## src/bmx_map.svh

```systemverilog
// bmx_map.svh: command codes and timing counts for the bus exception controller
// assumes a 200 MHz system clock (5 ns period)
`ifndef BMX_MAP_SVH
`define BMX_MAP_SVH

// ----------------------------------------------------------------------------
// command codes
// ----------------------------------------------------------------------------
`define BMX_CMD_RESET        8'hff

// ----------------------------------------------------------------------------
// timing counts in clock cycles
// ----------------------------------------------------------------------------
`define BMX_RST_HOLD_CYC     4'ha
`define BMX_CMD_LOCK_CYC     3'h4

`endif

```

## src/bmx_pkg.sv

```systemverilog
// bmx_pkg.sv: types for the bus exception controller
// assumes bmx_map.svh is compiled alongside
package bmx_pkg;

  // --------------------------------------------------------------------------
  // exception inputs as sampled, active high inside the block
  // --------------------------------------------------------------------------
  typedef struct packed {
    logic halt;
    logic bus_error_in;
    logic retry;
  } bmx_exc_t;

  // --------------------------------------------------------------------------
  // master sequencer states
  // --------------------------------------------------------------------------
  typedef enum logic [2:0] {
    BMX_IDLE,
    BMX_REQ,
    BMX_OWN,
    BMX_HALTED,
    BMX_BUS_ERROR_IN_WAIT,
    BMX_RETRY_WAIT
  } bmx_state_t;

endpackage

```

## src/bmx_ctrl.sv

```systemverilog
// bmx_ctrl.sv: bus request, grant and exception handling for the DMA master
// assumes all inputs synchronous to ref_clk; cycle sequencer lives outside
// Operation
// - hardware reset pin honoured in every state
// - halt, bus error, retry ignored unless requesting or owning bus
// - active exception ends current cycle, then wait for its release
// - exception acted on at once, before, with, or after ready
// - halt lets current cycle finish with ready, then bus activity stops
// - while halted, give up bus and stay idle until halt released
// - after halt, request bus again and resume pending transfers
// - bus error abandons cycle and releases ownership
// - after bus error clears, rearbitrate to report error to host
// - retry ends cycle, waits, keeps request asserted to hold bus
// - after retry clears, rerun the cycle at the same address
// - command code ff acts exactly like hardware reset
// - no command accepted for four clocks after any reset
// - request bus when DMA needed, start cycles only after grant
// - grant withdrawn early is handled like halt
`timescale 1ns/10ps
`include "bmx_map.svh"

module bmx_ctrl (
  // clock and reset
  input  wire logic        ref_clk,
  input  wire logic        rst,
  input  wire logic        clk_en,
  // external bus pins, active low where noted
  input  wire logic        reset_n_in,
  input  wire logic        halt_n_in,
  input  wire logic        bus_error_n_in,
  input  wire logic        retry_n_in,
  input  wire logic        bus_grant_in,
  output logic             bus_request_out,
  // host command port
  input  wire logic        cmd_valid,
  input  wire logic [7:0]  cmd_code,
  output logic             cmd_ready,
  // dma side
  input  wire logic        dma_pending,
  input  wire logic [31:0] dma_addr,
  // cycle sequencer side
  input  wire logic        cyc_ready,
  input  wire logic        cyc_last,
  output logic             cyc_start,
  output logic             cyc_abort,
  output logic [31:0]      cyc_addr,
  // status toward the host
  output logic             bus_error_in_pending,
  input  wire logic        bus_error_in_reported,
  output logic             soft_reset
);

  // --------------------------------------------------------------------------
  // registered inputs
  // --------------------------------------------------------------------------
  bmx_pkg::bmx_exc_t   exc_q;
  logic                grant_q;
  logic                hw_rst_q;
  bmx_pkg::bmx_state_t state_q, state_d;
  logic                in_cyc_q;
  logic [2:0]          lock_q;

  // sample pins once so every decision uses one consistent snapshot
  always_ff @(posedge ref_clk or posedge rst) begin
    if (rst) begin
      exc_q    <= '0;
      grant_q  <= 1'b0;
      hw_rst_q <= 1'b0;
    end else if (clk_en) begin
      exc_q    <= '{halt: ~halt_n_in, bus_error_in: ~bus_error_n_in, retry: ~retry_n_in};
      grant_q  <= bus_grant_in;
      hw_rst_q <= ~reset_n_in;
    end
  end

  // --------------------------------------------------------------------------
  // reset decode
  // --------------------------------------------------------------------------
  wire lock_open = (lock_q == 3'h0);
  wire soft_rst  = cmd_valid && cmd_ready && (cmd_code == `BMX_CMD_RESET);
  logic soft_q;
  wire any_rst   = hw_rst_q || soft_q;

  // hold-off after reset; the pulse length of the pin is the agent's duty
  always_ff @(posedge ref_clk or posedge rst) begin
    if (rst) begin
      soft_q <= 1'b0;
      lock_q <= `BMX_CMD_LOCK_CYC;
    end else if (clk_en) begin
      soft_q <= soft_rst;
      if (any_rst)
        lock_q <= `BMX_CMD_LOCK_CYC;
      else if (!lock_open)
        lock_q <= lock_q - 3'h1;
    end
  end

  // --------------------------------------------------------------------------
  // exception decode
  // --------------------------------------------------------------------------
  wire mastering  = (state_q == bmx_pkg::BMX_REQ) || (state_q == bmx_pkg::BMX_OWN);
  wire exc_halt   = mastering && (exc_q.halt || (state_q == bmx_pkg::BMX_OWN && !grant_q));
  wire exc_bus_error_in   = mastering && exc_q.bus_error_in;
  wire exc_retry  = mastering && exc_q.retry;
  wire exc_any    = exc_halt || exc_bus_error_in || exc_retry;
  // halt and grant loss let the cycle run to its ready; only these and any reset abandon it
  wire exc_stop   = exc_bus_error_in || exc_retry;
  wire want_bus   = dma_pending || bus_error_in_pending;

  // --------------------------------------------------------------------------
  // master sequencer
  // --------------------------------------------------------------------------
  always_comb begin
    state_d = state_q;
    case (state_q)
      bmx_pkg::BMX_IDLE:
        if (want_bus && lock_open)
          state_d = bmx_pkg::BMX_REQ;
      bmx_pkg::BMX_REQ:
        if (exc_bus_error_in)
          state_d = bmx_pkg::BMX_BUS_ERROR_IN_WAIT;
        else if (exc_halt)
          state_d = bmx_pkg::BMX_HALTED;
        else if (exc_retry)
          state_d = bmx_pkg::BMX_RETRY_WAIT;
        else if (grant_q)
          state_d = bmx_pkg::BMX_OWN;
      bmx_pkg::BMX_OWN:
        if (exc_bus_error_in)
          state_d = bmx_pkg::BMX_BUS_ERROR_IN_WAIT;
        else if (exc_halt)
          state_d = bmx_pkg::BMX_HALTED;
        else if (exc_retry)
          state_d = bmx_pkg::BMX_RETRY_WAIT;
        else if (!in_cyc_q && !want_bus)
          state_d = bmx_pkg::BMX_IDLE;
      bmx_pkg::BMX_HALTED:
        if (!exc_q.halt)
          state_d = bmx_pkg::BMX_IDLE;
      bmx_pkg::BMX_BUS_ERROR_IN_WAIT:
        if (!exc_q.bus_error_in)
          state_d = bmx_pkg::BMX_IDLE;
      bmx_pkg::BMX_RETRY_WAIT:
        if (!exc_q.retry)
          state_d = bmx_pkg::BMX_OWN;
      default:
        state_d = bmx_pkg::BMX_IDLE;
    endcase
  end

  // outputs; any reset forces the sequencer home in every state
  wire start_ok = (state_d == bmx_pkg::BMX_OWN) && !in_cyc_q && dma_pending && !cyc_start && !exc_any;
  wire cyc_done = in_cyc_q && (cyc_ready || exc_stop);

  always_ff @(posedge ref_clk or posedge rst) begin
    if (rst) begin
      state_q         <= bmx_pkg::BMX_IDLE;
      in_cyc_q        <= 1'b0;
      bus_request_out <= 1'b0;
      cyc_start       <= 1'b0;
      cyc_abort       <= 1'b0;
      cyc_addr        <= 32'h0000_0000;
      bus_error_in_pending    <= 1'b0;
      cmd_ready       <= 1'b0;
      soft_reset      <= 1'b0;
    end else if (clk_en) begin
      if (any_rst) begin
        state_q         <= bmx_pkg::BMX_IDLE;
        in_cyc_q        <= 1'b0;
        bus_request_out <= 1'b0;
        cyc_start       <= 1'b0;
        cyc_abort       <= in_cyc_q;
        bus_error_in_pending    <= 1'b0;
        cmd_ready       <= 1'b0;
      end else begin
        state_q         <= state_d;
        bus_request_out <= (state_d == bmx_pkg::BMX_REQ) || (state_d == bmx_pkg::BMX_OWN)
                           || (state_d == bmx_pkg::BMX_RETRY_WAIT);
        cyc_start       <= start_ok;
        cyc_abort       <= in_cyc_q && exc_stop && !cyc_ready;
        if (start_ok && state_q != bmx_pkg::BMX_RETRY_WAIT)
          cyc_addr <= dma_addr; // retry keeps the held address
        if (start_ok)
          in_cyc_q <= 1'b1;
        else if (cyc_done || (cyc_last && cyc_ready))
          in_cyc_q <= 1'b0;
        // set wins over the host's acknowledge
        if (exc_bus_error_in)
          bus_error_in_pending <= 1'b1;
        else if (bus_error_in_reported)
          bus_error_in_pending <= 1'b0;
        cmd_ready       <= lock_open && !soft_rst;
      end
      soft_reset <= soft_rst;
    end
  end
endmodule // bmx_ctrl

```

## config.mk

```make
export PLATFORM = sky130hd
export DESIGN_NAME = bmx_ctrl
export DESIGN_NICKNAME = d
export VERILOG_FILES = /design/src/bmx_pkg.sv /design/src/bmx_ctrl.sv
export VERILOG_INCLUDE_DIRS = /design/src
export SDC_FILE = /design/constraint.sdc
export NUM_CORES = 1
export LEC_CHECK = 0
export BUFFER_PORTS_ARGS = -buffer_cell sky130_fd_sc_hd__buf_2
export CORE_MARGIN = 2
export CORE_UTILIZATION = 48
export CTS_CLUSTER_SIZE = 20
export DETAILED_ROUTE_END_ITERATION = 6
export PLACE_DENSITY = 0.89
export SLEW_MARGIN = 20
export SYNTH_ARGS = -nofsm -noshare
export SYNTH_HDL_FRONTEND = slang
export SYNTH_SLANG_ARGS = --single-unit
```

## constraint.sdc

```tcl
create_clock -name ref_clk -period 3.3 [get_ports ref_clk]
set_input_delay 0.33 -clock ref_clk [delete_from_list [all_inputs] [get_ports ref_clk]]
set_output_delay 0.33 -clock ref_clk [all_outputs]
set_load 0.01 [all_outputs]
```

# Yosys cells after proc, flatten, opt, wreduce, memory -nomap -nowiden
# Cells that the tools add are included.
# totals
mem_count,0
ramBits,0
input_bits,53
latch_bits,0
mem_bits_ro,0
wordCells,102
reg_bits,50
# classes
n_mux,26
reduce_logical,44
shifts,0
div,0
n_eq_ne,11
bitwise,5
n_addsub,1
multipliers,0
n_lt_le_gt_ge,0
# ops
operator,count
two-way mux 3 bit,15
logical AND 1 bit,18
case mux 3 bit (6 select lines),1
logical OR 1 bit,11
two-way mux 1 bit,10
"equality test 3 x 2 -> 1 bit, second input constant",3
"equality test 3 bit, second input constant",3
"equality test 8 bit, second input constant",1
logical NOT 1 bit,7
"equality test 3 x 1 -> 1 bit, second input constant",2
logical NOT 3 bit,2
AND reduction 2 bit,3
nonzero test 3 bit,2
inverter 1 bit,5
"inequality test 3 bit, second input constant",1
AND reduction 3 bit,1
"subtractor 3 x 1 -> 3 bit, second input constant",1
"inequality test 2 x 1 -> 1 bit, second input constant",1

# Longest topological paths before layout
# Gate-level depths: netlist of run 1.
# depth
word_depth,15
depth_mapped,9

# Worst setup path before layout of run 1
# Ideal clock, no wire load.
# synth_timing
kind,flip-flop to flip-flop
start,register state_q[1]
end,register cyc_addr[10]
path_stages_with_launch,9
required_ps,3173
arrival_time_ps,2421
path_slack_ps,752
path_cell_list,dfrtp_1 -> buf_2 -> nor2b_1 -> o21ai_2 -> o311ai_1 -> or4_4 -> a2111oi_4 -> buf_6 -> mux2_1
# synth_via
elab_chain_cells,14
word_cells_on_any_way,36
# synth_rtl
item,line_no,text
"start, declared",bmx_ctrl.sv:59,"bmx_pkg::bmx_state_t state_q, state_d;"
"start signal, assigned",bmx_ctrl.sv:157,state_q <= bmx_pkg::BMX_IDLE;
"start signal, assigned",bmx_ctrl.sv:168,state_q <= bmx_pkg::BMX_IDLE;
"start signal, assigned",bmx_ctrl.sv:176,state_q <= state_d;
equality test 3 x 1 -> 1 bit / equality test 3 x 2 -> 1 bit (equally long branches),"bmx_ctrl.sv:101, bmx_ctrl.sv:115, bmx_ctrl.sv:102",
logical OR 1 bit / logical AND 1 bit (equally long branches),"bmx_ctrl.sv:101, bmx_ctrl.sv:102",
logical AND 1 bit / logical OR 1 bit (equally long branches),"bmx_ctrl.sv:104, bmx_ctrl.sv:102",
"two-way mux 3 bit, or another cell as far along",bmx_ctrl.sv:133,else if (exc_retry)
"two-way mux 3 bit, on equally long branches","bmx_ctrl.sv:131, bmx_ctrl.sv:122",
"two-way mux 3 bit, on equally long branches","bmx_ctrl.sv:129, bmx_ctrl.sv:120",
case mux 3 bit (6 select lines),bmx_ctrl.sv:115,case (state_q)
equality test 3 x 2 -> 1 bit,bmx_ctrl.sv:152,wire start_ok = (state_d == bmx_pkg::BMX_OWN) && !in_cyc_q && dma_pending && !cyc_start && !exc_any;
logical AND 1 bit (4 in series),bmx_ctrl.sv:152,
logical AND 1 bit (*),bmx_ctrl.sv:181,if (start_ok && state_q != bmx_pkg::BMX_RETRY_WAIT)
AND reduction 3 bit (no line) (*),--,
"end signal, assigned",bmx_ctrl.sv:182,cyc_addr <= dma_addr;
"end, declared",bmx_ctrl.sv:46,"output logic [31:0] cyc_addr,"
# Mark *: on every way between the ends. The rest lies on a longest branch, timed or not.
# A chain may end at the register's enable or synchronous reset.

# Worst setup path in the final report of run 1
# layout_timing
start,register state_q[0]
end,register cyc_addr[6]
# The elaborated chain is that of the path after synthesis.

==> metrics.txt, run 1 <==
Rel. slew slack=a little over two fifths; Peak VDD IR=around 0.00035 V; Core ar.=about 4400 µm²; GR Overflow Total=0; total power=1.33 mW; first-pass GRT wire length=~7.4 mm; fin crit share=87.0%; fmax=0.348 GHz; DRC=0; final wirelength=4.54 mm; Final WS setup=around 430 ps; die height=about 72 µm; fillers=approximately 350; CP Data Arrival Time=3060 ps; Distinct cells, synth=38; worst slew pin tran=roughly 840 ps; clk buf depth=2; static leakage=~1.5 nW; RR Startpoint=state_q[0]$_DFFE_PP0P_; Synth Net Count=243; cts hold-fix bufs=0; kind of critical path=flop to flop; setup TNS=0 ps; Layout area overhead=25.9%; post-synthesis sequential area ratio=a little under three fifths; Final setup viols=0; CP startpoint kind=flop; largest net degree at the start of global routing=51; Routed WL per cell=between 10 and 15 µm; Synth area leader=dfrtp_1; layout cell share with drive strength beyond 1=between 30% and 40%; post-synth top area share=between 50% and 60%; CTS Root Cell=clkbuf_8; Final Skew=around 5.8 ps; CTS tree=done; top_reg_cell synth=dfrtp_1; # Post-CTS Setup Buffers=0; CP max FO=32; clk sinks=50; vias in the first global route=roughly 1.7k; pins over their slew limit=0; max cap viols=0; Critical R2R Capture=cyc_addr[6]$_DFFE_PP0P_; CTS buffer count=5; Ports=around 90; DIE WIDTH=72.4 µm; Initial Utilization=50.6%; vias per cell=about 5.4; asr flop ratio synth=100%; Final Wtd Congestion=0.936; Post-Synth Simple-Gate Area=9.91%; pwr/cell area=around 470 nW/µm²; mux share of post-synthesis cell area=between 10% and 20%; CTS clk-pin slew, worst paths=about 90 ps; net count reported at finish=roughly 330; Post-synth EDFFs=0; synthesized flop and latch total=50; Compound-Gate Fraction of Synth Area=about 11%; Die ar.=5240 µm²; post-synthesis xor/xnor area fraction=less than 1%; port buffer count=89; Adder-Cell Fraction of Synth Area=~1.6%; Finished Core Util=a little under two thirds; Detailed Route Iter0 Violations=between 100 and 150; CP endpoint kind=flop; worst slack on hold paths=around 160 ps; largest family of logic cells by synthesized area=multiplexers; Cells after Synth=between 150 and 200; Ys Warns=0; TritonRoute pass-1 iters=4; gr usage total=between 15 and 20%; final hold violation count=0; antenna viol nets, final=0; CTS resizes=0; clk_lat worst skew=300 ps; pre-CTS setup slack=between 400 and 500 ps; Avg Synthesized Cell Area=approximately 12 µm²; Worst R2R Path Depth=7; RSZ-0062 raised after global routing=false; H-tree depth=2; required time of the critical path=3490 ps; register-to-register setup slack=430 ps; worst hold path type=primary input to asynchronous set/reset pin; initial antenna violation count=0; minimum clock period=2870 ps; Cell Rows=24; status=finished, final reports clean; post-synthesis cell area=roughly 2200 µm²; Post-DP HPWL=approximately 3.4 mm; diode count=0; Vias=about 1.8k; synth top area cells=dfrtp_1, mux2_1, nand2_1
-- Yosys cell counts (2+ instances only) --
library cell / instances
inv_1: 10
nor2b_1: 2
o31ai_1: 2
dfrtp_1: 49
mux2_2: 2
nand2_1: 16
clkbuf_1: 5
mux2_1: 32
nand2b_1: 3
ha_1: 2
o21ai_0: 10
nand4_1: 2
nor2_1: 14
nor3_1: 2
buf_6: 3
a21oi_1: 7
or4b_1: 2
o22ai_1: 5
-- layout by cell type, fill, tap and decap left out, types with 2 or more instances in the layout --
master	count
nor3_1	2
o31ai_1	2
mux2_1	32
nand4_1	2
clkbuf_8	5
nor2b_1	2
o21ai_0	10
nor2_1	14
nand2_1	16
dfrtp_1	49
mux2_2	2
a21oi_1	7
or4b_1	2
o22ai_1	5
buf_4	2
ha_1	2
buf_2	89
inv_1	9
nand2b_1	3
clkinv_2	2
-- registers in the layout, indices dropped and copies added (netlist names) --
name,flops
cyc_addr,32
exc_q,3
lock_q,3
state_q,3
bus_error_in_pending,1
bus_request_out,1
cmd_ready,1
cyc_abort,1
cyc_start,1
grant_q,1
hw_rst_q,1
in_cyc_q,1
soft_reset,1
-- logic make-up (layout without fill, tap and decap cells) --
group | Yosys count | after routing
buffers and inverters | 19 | 109
AND/OR/NAND/NOR | 46 | 46
adder cells (fa/ha/maj) | 3 | 3
multiplexers | 34 | 34
AO/OA/AOI/OAI | 35 | 35
flip-flops | 50 | 50
XOR/XNOR | 1 | 1
-- layout make-up --
type                       count  area (µm²)  share of cell area (%)
sequential                    50        1250                    44.3
multi-input combinational    119         900                    31.8
timing repair buffer          91         460                    16.3
clock buffer                   5        68.8                    2.43
tap                           52        65.1                    2.30
clock inverter                 3        43.8                    1.55
inverter                      10        38.8                    1.37
-- critical path, stage by stage (launching register included) --
cell and delay (ps):
dfrtp_1 480, nor2b_1 210, o21ai_2 270, o311ai_1 210
or4_4 590, a2111oi_4 190, buf_4 410, mux2_1 370
-- report_power, final --
| group | internal (mW) | switching [mW] |
|---|---|---|
| Combinational | 0.0935 | 0.114 |
| Clock | 0.227 | 0.203 |
| Sequential | 0.657 | 0.0356 |
| Total | 0.978 | 0.352 |
-- worst max-delay path by stage --
stage                           startpoint                       end  slack [ps]  depth (start not counted)
global placement    state_q[0]$_DFFE_PP0P_   cyc_addr[1]$_DFFE_PP0P_         500                          7
detailed placement  state_q[0]$_DFFE_PP0P_  cyc_addr[21]$_DFFE_PP0P_         460                          7
global route        state_q[0]$_DFFE_PP0P_  cyc_addr[28]$_DFFE_PP0P_         240                          7
CTS                 state_q[0]$_DFFE_PP0P_  cyc_addr[21]$_DFFE_PP0P_         450                          7
floorplan           state_q[1]$_DFFE_PP0P_  cyc_addr[10]$_DFFE_PP0P_         750                          8
finish              state_q[0]$_DFFE_PP0P_   cyc_addr[6]$_DFFE_PP0P_         430                          7
-- metal layers --
| layer | track usage, % | share of wire (%) |
|---|---|---|
| met5 | 0 | 0 |
| met4 | 8.02 | 1.7 |
| met3 | 4.31 | 9.0 |
| met2 | 31.0 | 48 |
| met1 | 21.9 | 42 |
-- metrics by stage --
stage | instances | instance area, µm²
4_1_cts | 330 | 2830
5_1_grt | 330 | 2830
2_1_floorplan | 188 | 2250
3_3_place_gp | 322 | 2720
3_5_place_dp | 322 | 2720
6_report | 330 | 2830
No activity file was read; power rests on OpenSTA's default activity.
==> run 2, diff against run 1 <==
- CORE_UTILIZATION: 48 -> 51
- PLACE_DENSITY: 0.89 -> 0.94
- clock period: 3.3 -> 3.32 ns (I/O delays scaled with it)
==> run 2 against run 1 <==
Fmax is 1.8% lower. Largest power group unchanged. Die area is 5.6% lower. Largest cell class unchanged. Global-route usage is 1.2 points higher. Critical endpoint is now cyc_addr[26]$_DFFE_PP0P_. Total power is 1.4% lower. Register-to-register slack worse by 30 ps. Non-clock buffer count stayed put. Sequential share of layout area hardly changed. Sequential power is 0.7% lower. Setup slack worse by 33 ps.
==> metrics.txt, run 2 (same netlist as run 1, synthesis figures left out) <==
status=finished, final reports clean; RSZ-0062 raised after global routing=false; Die ar.=4950 µm² (-5.6%); CTS resizes=0 (unchanged); Post-DP HPWL=3.47 mm (+2.3%); Final Skew=9.11 ps (+3.33 ps); pre-CTS setup slack=427 ps (-33.3 ps); CP startpoint kind=flop; CTS tree=done; antenna viol nets, final=0 (unchanged); Peak VDD IR=0.000242 V (-31%); Critical R2R Capture=cyc_addr[26]$_DFFE_PP0P_; Final setup viols=0 (unchanged); RR Startpoint=state_q[0]$_DFFE_PP0P_; H-tree depth=2 (unchanged); CTS Root Cell=clkbuf_8; die height=70.4 µm (-2.8%); pins over their slew limit=0 (unchanged); Final WS setup=396 ps (-32.6 ps); clk sinks=50 (unchanged); Core ar.=4290 µm² (-3.4%); port buffer count=89 (unchanged); static leakage=1.54 nW (-0.46%); CP max stage cell=or4_4; Vias=1744 (-2.1%); Ports=91 (unchanged); first-pass GRT wire length=7.61 mm (+3.0%); fmax=0.342 GHz (-1.8%); Detailed Route Iter0 Violations=121 (-6.9%); DIE WIDTH=70.4 µm (-2.8%); required time of the critical path=3490 ps (about the same); Layout area overhead=25.8% (about the same); Initial Utilization=52.3% (+1.8 points); worst slew pin tran=837 ps (-4.39 ps); Worst R2R Path Depth=7 (unchanged); Final Wtd Congestion=0.875 (-6.6%); critical path depth=7 (unchanged); DRC=0 (unchanged); CP endpoint kind=flop; Largest register FFs=32 (unchanged); final wirelength=4.58 mm (+0.90%); cts hold-fix bufs=0 (unchanged); Top reg by flops=cyc_addr; TritonRoute pass-1 iters=4 (unchanged); CP Data Arrival Time=3090 ps (+30 ps); layout cell share with drive strength beyond 1=38.1% (-0.36 points); fin crit share=88.1% (+1.1 points); Top delay family on crit path=simple AND/OR/NAND/NOR gates; GR Overflow Total=0 (unchanged); diode count=0 (unchanged); largest net degree at the start of global routing=51 (unchanged); Cell Rows=24 (unchanged); CTS buffer count=5 (unchanged); most frequent cells in the layout=buf_2, dfrtp_1, mux2_1; # Post-CTS Setup Buffers=0 (unchanged); most common cell after layout, fill and taps aside=buf_2; Max stage delay on crit path=590 ps (about the same); minimum clock period=2920 ps (+52.6 ps); register-to-register setup slack=400 ps (-30 ps); end of the critical path=cyc_addr[26]$_DFFE_PP0P_; vias in the first global route=1739 (+3.0%); clk_lat worst skew=300 ps (about the same); initial antenna violation count=0 (unchanged); CTS clk-pin slew, worst paths=90 ps (about the same); CP max FO=32 (unchanged); pwr/cell area=464 nW/µm² (-1.3%); Routed WL per cell=13.9 µm (+0.90%); kind of critical path=flop to flop; CP startpoint=state_q[0]$_DFFE_PP0P_; max cap viols=0 (unchanged); clk buf depth=2 (unchanged); vias per cell=5.28 (-2.1%); Rel. slew slack=44.1% (+0.29 points); gr usage total=19.4% (+1.2 points); net count reported at finish=332 (unchanged); Crit path buffers/inverters=1 (unchanged); crit-path cells=nor2b_1 -> o21ai_2 -> o311ai_1 -> or4_4 -> a2111oi_4 -> buf_4 -> mux2_1; worst hold path type=primary input to asynchronous set/reset pin; setup TNS=0 ps (unchanged); final hold violation count=0 (unchanged)
==> run 2: cell count changes in the layout (fill, tap and decap cells not counted), sizes merged <==
cell / previous run / this run
clkinvlp: 0 / 1
clkinv: 2 / 1
inv: 10 / 9
clkbuf: 5 / 6
==> run 2: worst min path at each step <==
stage / slack [ps] / cells after the start / end
finish: 170 / 2 / cyc_addr[26]$_DFFE_PP0P_
global route: 190 / 2 / exc_q[0]$_DFFE_PP0P_
CTS: 180 / 2 / exc_q[0]$_DFFE_PP0P_
detailed placement: 460 / 2 / lock_q[2]$_DFFE_PP1P_
global placement: 450 / 2 / lock_q[2]$_DFFE_PP1P_
floorplan: 420 / 1 / hw_rst_q$_DFFE_PP0P_
==> run 2: power by group <==
| part | internal [mW] | total, mW | leakage, nW | switching, mW |
|---|---|---|---|---|
| Sequential | 0.653 | 0.688 | 0.678 | 0.0341 |
| Clock | 0.225 | 0.418 | 0.0514 | 0.193 |
| Combinational | 0.0929 | 0.207 | 0.806 | 0.114 |
==> run 2: cell type report <==
cell class | count | area (µm²)
tap | 52 | 65.1
timing repair buffer | 91 | 460
sequential | 50 | 1250
inverter | 10 | 38.8
clock inverter | 2 | 37.5
fill | 344 | 1470
clock buffer | 6 | 72.6
multi-input combinational | 119 | 900
==> run 2: per-layer routing <==
metal | share of wire (%) | GRT usage (%) | vias up | routed length [µm]
met5 | 0 | 0 | - | 0
met1 | 42 | 23.9 | 817 | 1940
met3 | 8.2 | 5.63 | 2 | 377
met4 | 0.26 | 6.20 | 0 | 12
met2 | 49 | 32.6 | 74 | 2240
li1 | - | - | 851 | -
==> run 2: per-stage QoR <==
| step | utilization, % | power [mW] | instance area, µm² | std cells | hold WS [ps] |
|---|---|---|---|---|---|
| global route | 65.8 | 1.38 | 2830 | 330 | 191 |
| CTS | 65.8 | 1.33 | 2830 | 330 | 182 |
| detailed placement | 63.2 | 0.906 | 2720 | 322 | 461 |
| finish | 65.8 | 1.31 | 2830 | 330 | 175 |
| global placement | 63.2 | 0.893 | 2720 | 322 | 452 |
| floorplan | - | 0.824 | 2250 | 188 | 421 |
==> run 3, diff against run 2 <==
- PLACE_DENSITY: 0.94 -> 0.85
==> run 3 against run 2 <==
Clock-buffer cell count unchanged. Total power shrank 4.0%. Flip-flop and latch count unchanged. Critical path type unchanged. Critical endpoint is now cyc_addr[8]$_DFFE_PP0P_. Fmax grew 0.81%. Global-route usage up 0.26 points. Die area unchanged. Worst hold slack got worse by 16 ps.
==> metrics.txt, run 3 (same netlist as run 1, synthesis figures left out) <==
fin crit share=87.4% (-0.71 points); CTS tree=done; fillers=340 (-1.2%); CP Data Arrival Time=3080 ps (about the same); CP max FO=32 (unchanged); Worst R2R Path Depth=7 (unchanged); gr usage total=19.6% (+0.26 points); CTS clk-pin slew, worst paths=90 ps (about the same); vias in the first global route=1726 (-0.75%); Die ar.=4950 µm² (unchanged); net count reported at finish=332 (unchanged); Initial Utilization=52.3% (unchanged); CTS buffer count=5 (unchanged); setup TNS=0 ps (unchanged); required time of the critical path=3500 ps (about the same); CTS Root Cell=clkbuf_8; max cap viols=0 (unchanged); layout cell share with drive strength beyond 1=38.5% (+0.36 points); Final setup viols=0 (unchanged); CP startpoint kind=flop; CTS resizes=0 (unchanged); Top reg by flops=cyc_addr; largest net degree at the start of global routing=51 (unchanged); DIE WIDTH=70.4 µm (unchanged); Cell Rows=24 (unchanged); static leakage=1.53 nW (-0.27%); Vias=1759 (+0.86%); H-tree depth=2 (unchanged); worst slew pin tran=827 ps (-10.9 ps); Peak VDD IR=0.000313 V (+29%); antenna viol nets, final=0 (unchanged); # Post-CTS Setup Buffers=0 (unchanged); cts hold-fix bufs=0 (unchanged); final wirelength=4.58 mm (about the same); TritonRoute pass-1 iters=4 (unchanged); Detailed Route Iter0 Violations=85 (-30%); clk sinks=50 (unchanged); status=finished, final reports clean; final hold violation count=0 (unchanged); RSZ-0062 raised after global routing=false; most common cell after layout, fill and taps aside=buf_2; kind of critical path=flop to flop; fmax=0.345 GHz (+0.81%); initial antenna violation count=0 (unchanged); most frequent cells in the layout=buf_2, dfrtp_1, mux2_1; Layout area overhead=25.1%; Largest register FFs=32 (unchanged); cell area after layout=2810 µm² (-0.53%); pwr/cell area=448 nW/µm² (-3.5%); pins over their slew limit=0 (unchanged); diode count=0 (unchanged); DRC=0 (unchanged); die height=70.4 µm (unchanged); vias per cell=5.33 (+0.86%); Rel. slew slack=44.8% (+0.73 points); Routed WL per cell=13.9 µm (about the same); Ports=91 (unchanged); first-pass GRT wire length=7.69 mm (+1.0%); clk_lat worst skew=300 ps (about the same); clk buf depth=2 (unchanged); Post-DP HPWL=3.41 mm (-1.5%); Core ar.=4290 µm² (unchanged); Final Wtd Congestion=0.791 (-9.6%); DP Area=2720 µm² (unchanged); Final Skew=5.35 ps (-3.75 ps); worst hold path type=primary input to asynchronous set/reset pin; CP endpoint kind=flop; GR Overflow Total=0 (unchanged); port buffer count=89 (unchanged); minimum clock period=2900 ps (-23.6 ps)
==> run 3: routing by layer <==
layer	wire length, µm	up-vias	global-route usage [%]	share of wire, %
li1	-	840	-	-
met1	1930	823	23.8	42
met2	2180	91	33.9	48
met3	412	5	5.63	9.0
met4	55	0	5.77	1.2
met5	0	-	0	0
==> run 3: metrics by stage <==
step	util [%]	worst slack [ps]	hold WS (ps)	instances	power [mW]
detailed placement	63.2	439	464	322	0.907
finish	65.5	420	159	330	1.26
global route	65.5	256	193	330	1.33
global placement	63.2	522	458	322	0.895
CTS	65.4	421	179	330	1.28
floorplan	-	772	421	188	0.824
==> run 3: area by class of cell <==
type | count | area [µm²] | area share (%)
flip-flops and latches | 50 | 1250 | 44.5
multi-input cells | 119 | 900 | 32.0
repair buffers | 91 | 460 | 16.4
clock buffers | 6 | 82.6 | 2.94
well taps | 52 | 65.1 | 2.31
inverters | 10 | 38.8 | 1.38
clock inverters | 2 | 12.5 | 0.445
==> run 3: power breakdown <==
group	switching, mW	total [mW]	internal, mW	leakage [nW]
clock	0.198	0.366	0.168	0.0472
sequential	0.0350	0.688	0.653	0.678
combinational	0.112	0.205	0.0927	0.806
total	0.345	1.26	0.914	1.53
==> run 3: critical path, stage by stage, from the launching register on <==
cell and delay (ps):
dfrtp_1 490, nor2b_1 220, o21ai_2 260, o311ai_1 210, or4_4 590, a2111oi_4 200, buf_4 420, mux2_1 370
==> run 3: final timing paths <==
| check | startpoint | end | slack [ps] |
|---|---|---|---|
| min | rst | cyc_addr[15]$_DFFE_PP0P_ | 160 |
| max | state_q[0]$_DFFE_PP0P_ | cyc_addr[8]$_DFFE_PP0P_ | 420 |
| min reg2reg | lock_q[2]$_DFFE_PP1P_ | lock_q[2]$_DFFE_PP1P_ | 470 |
| min in group ref_clk | bus_error_n_in | exc_q[1]$_DFFE_PP0P_ | 190 |
| max reg2reg | state_q[0]$_DFFE_PP0P_ | cyc_addr[8]$_DFFE_PP0P_ | 420 |
| max in group asynchronous | rst | cmd_ready$_DFFE_PP0P_ | 2670 |
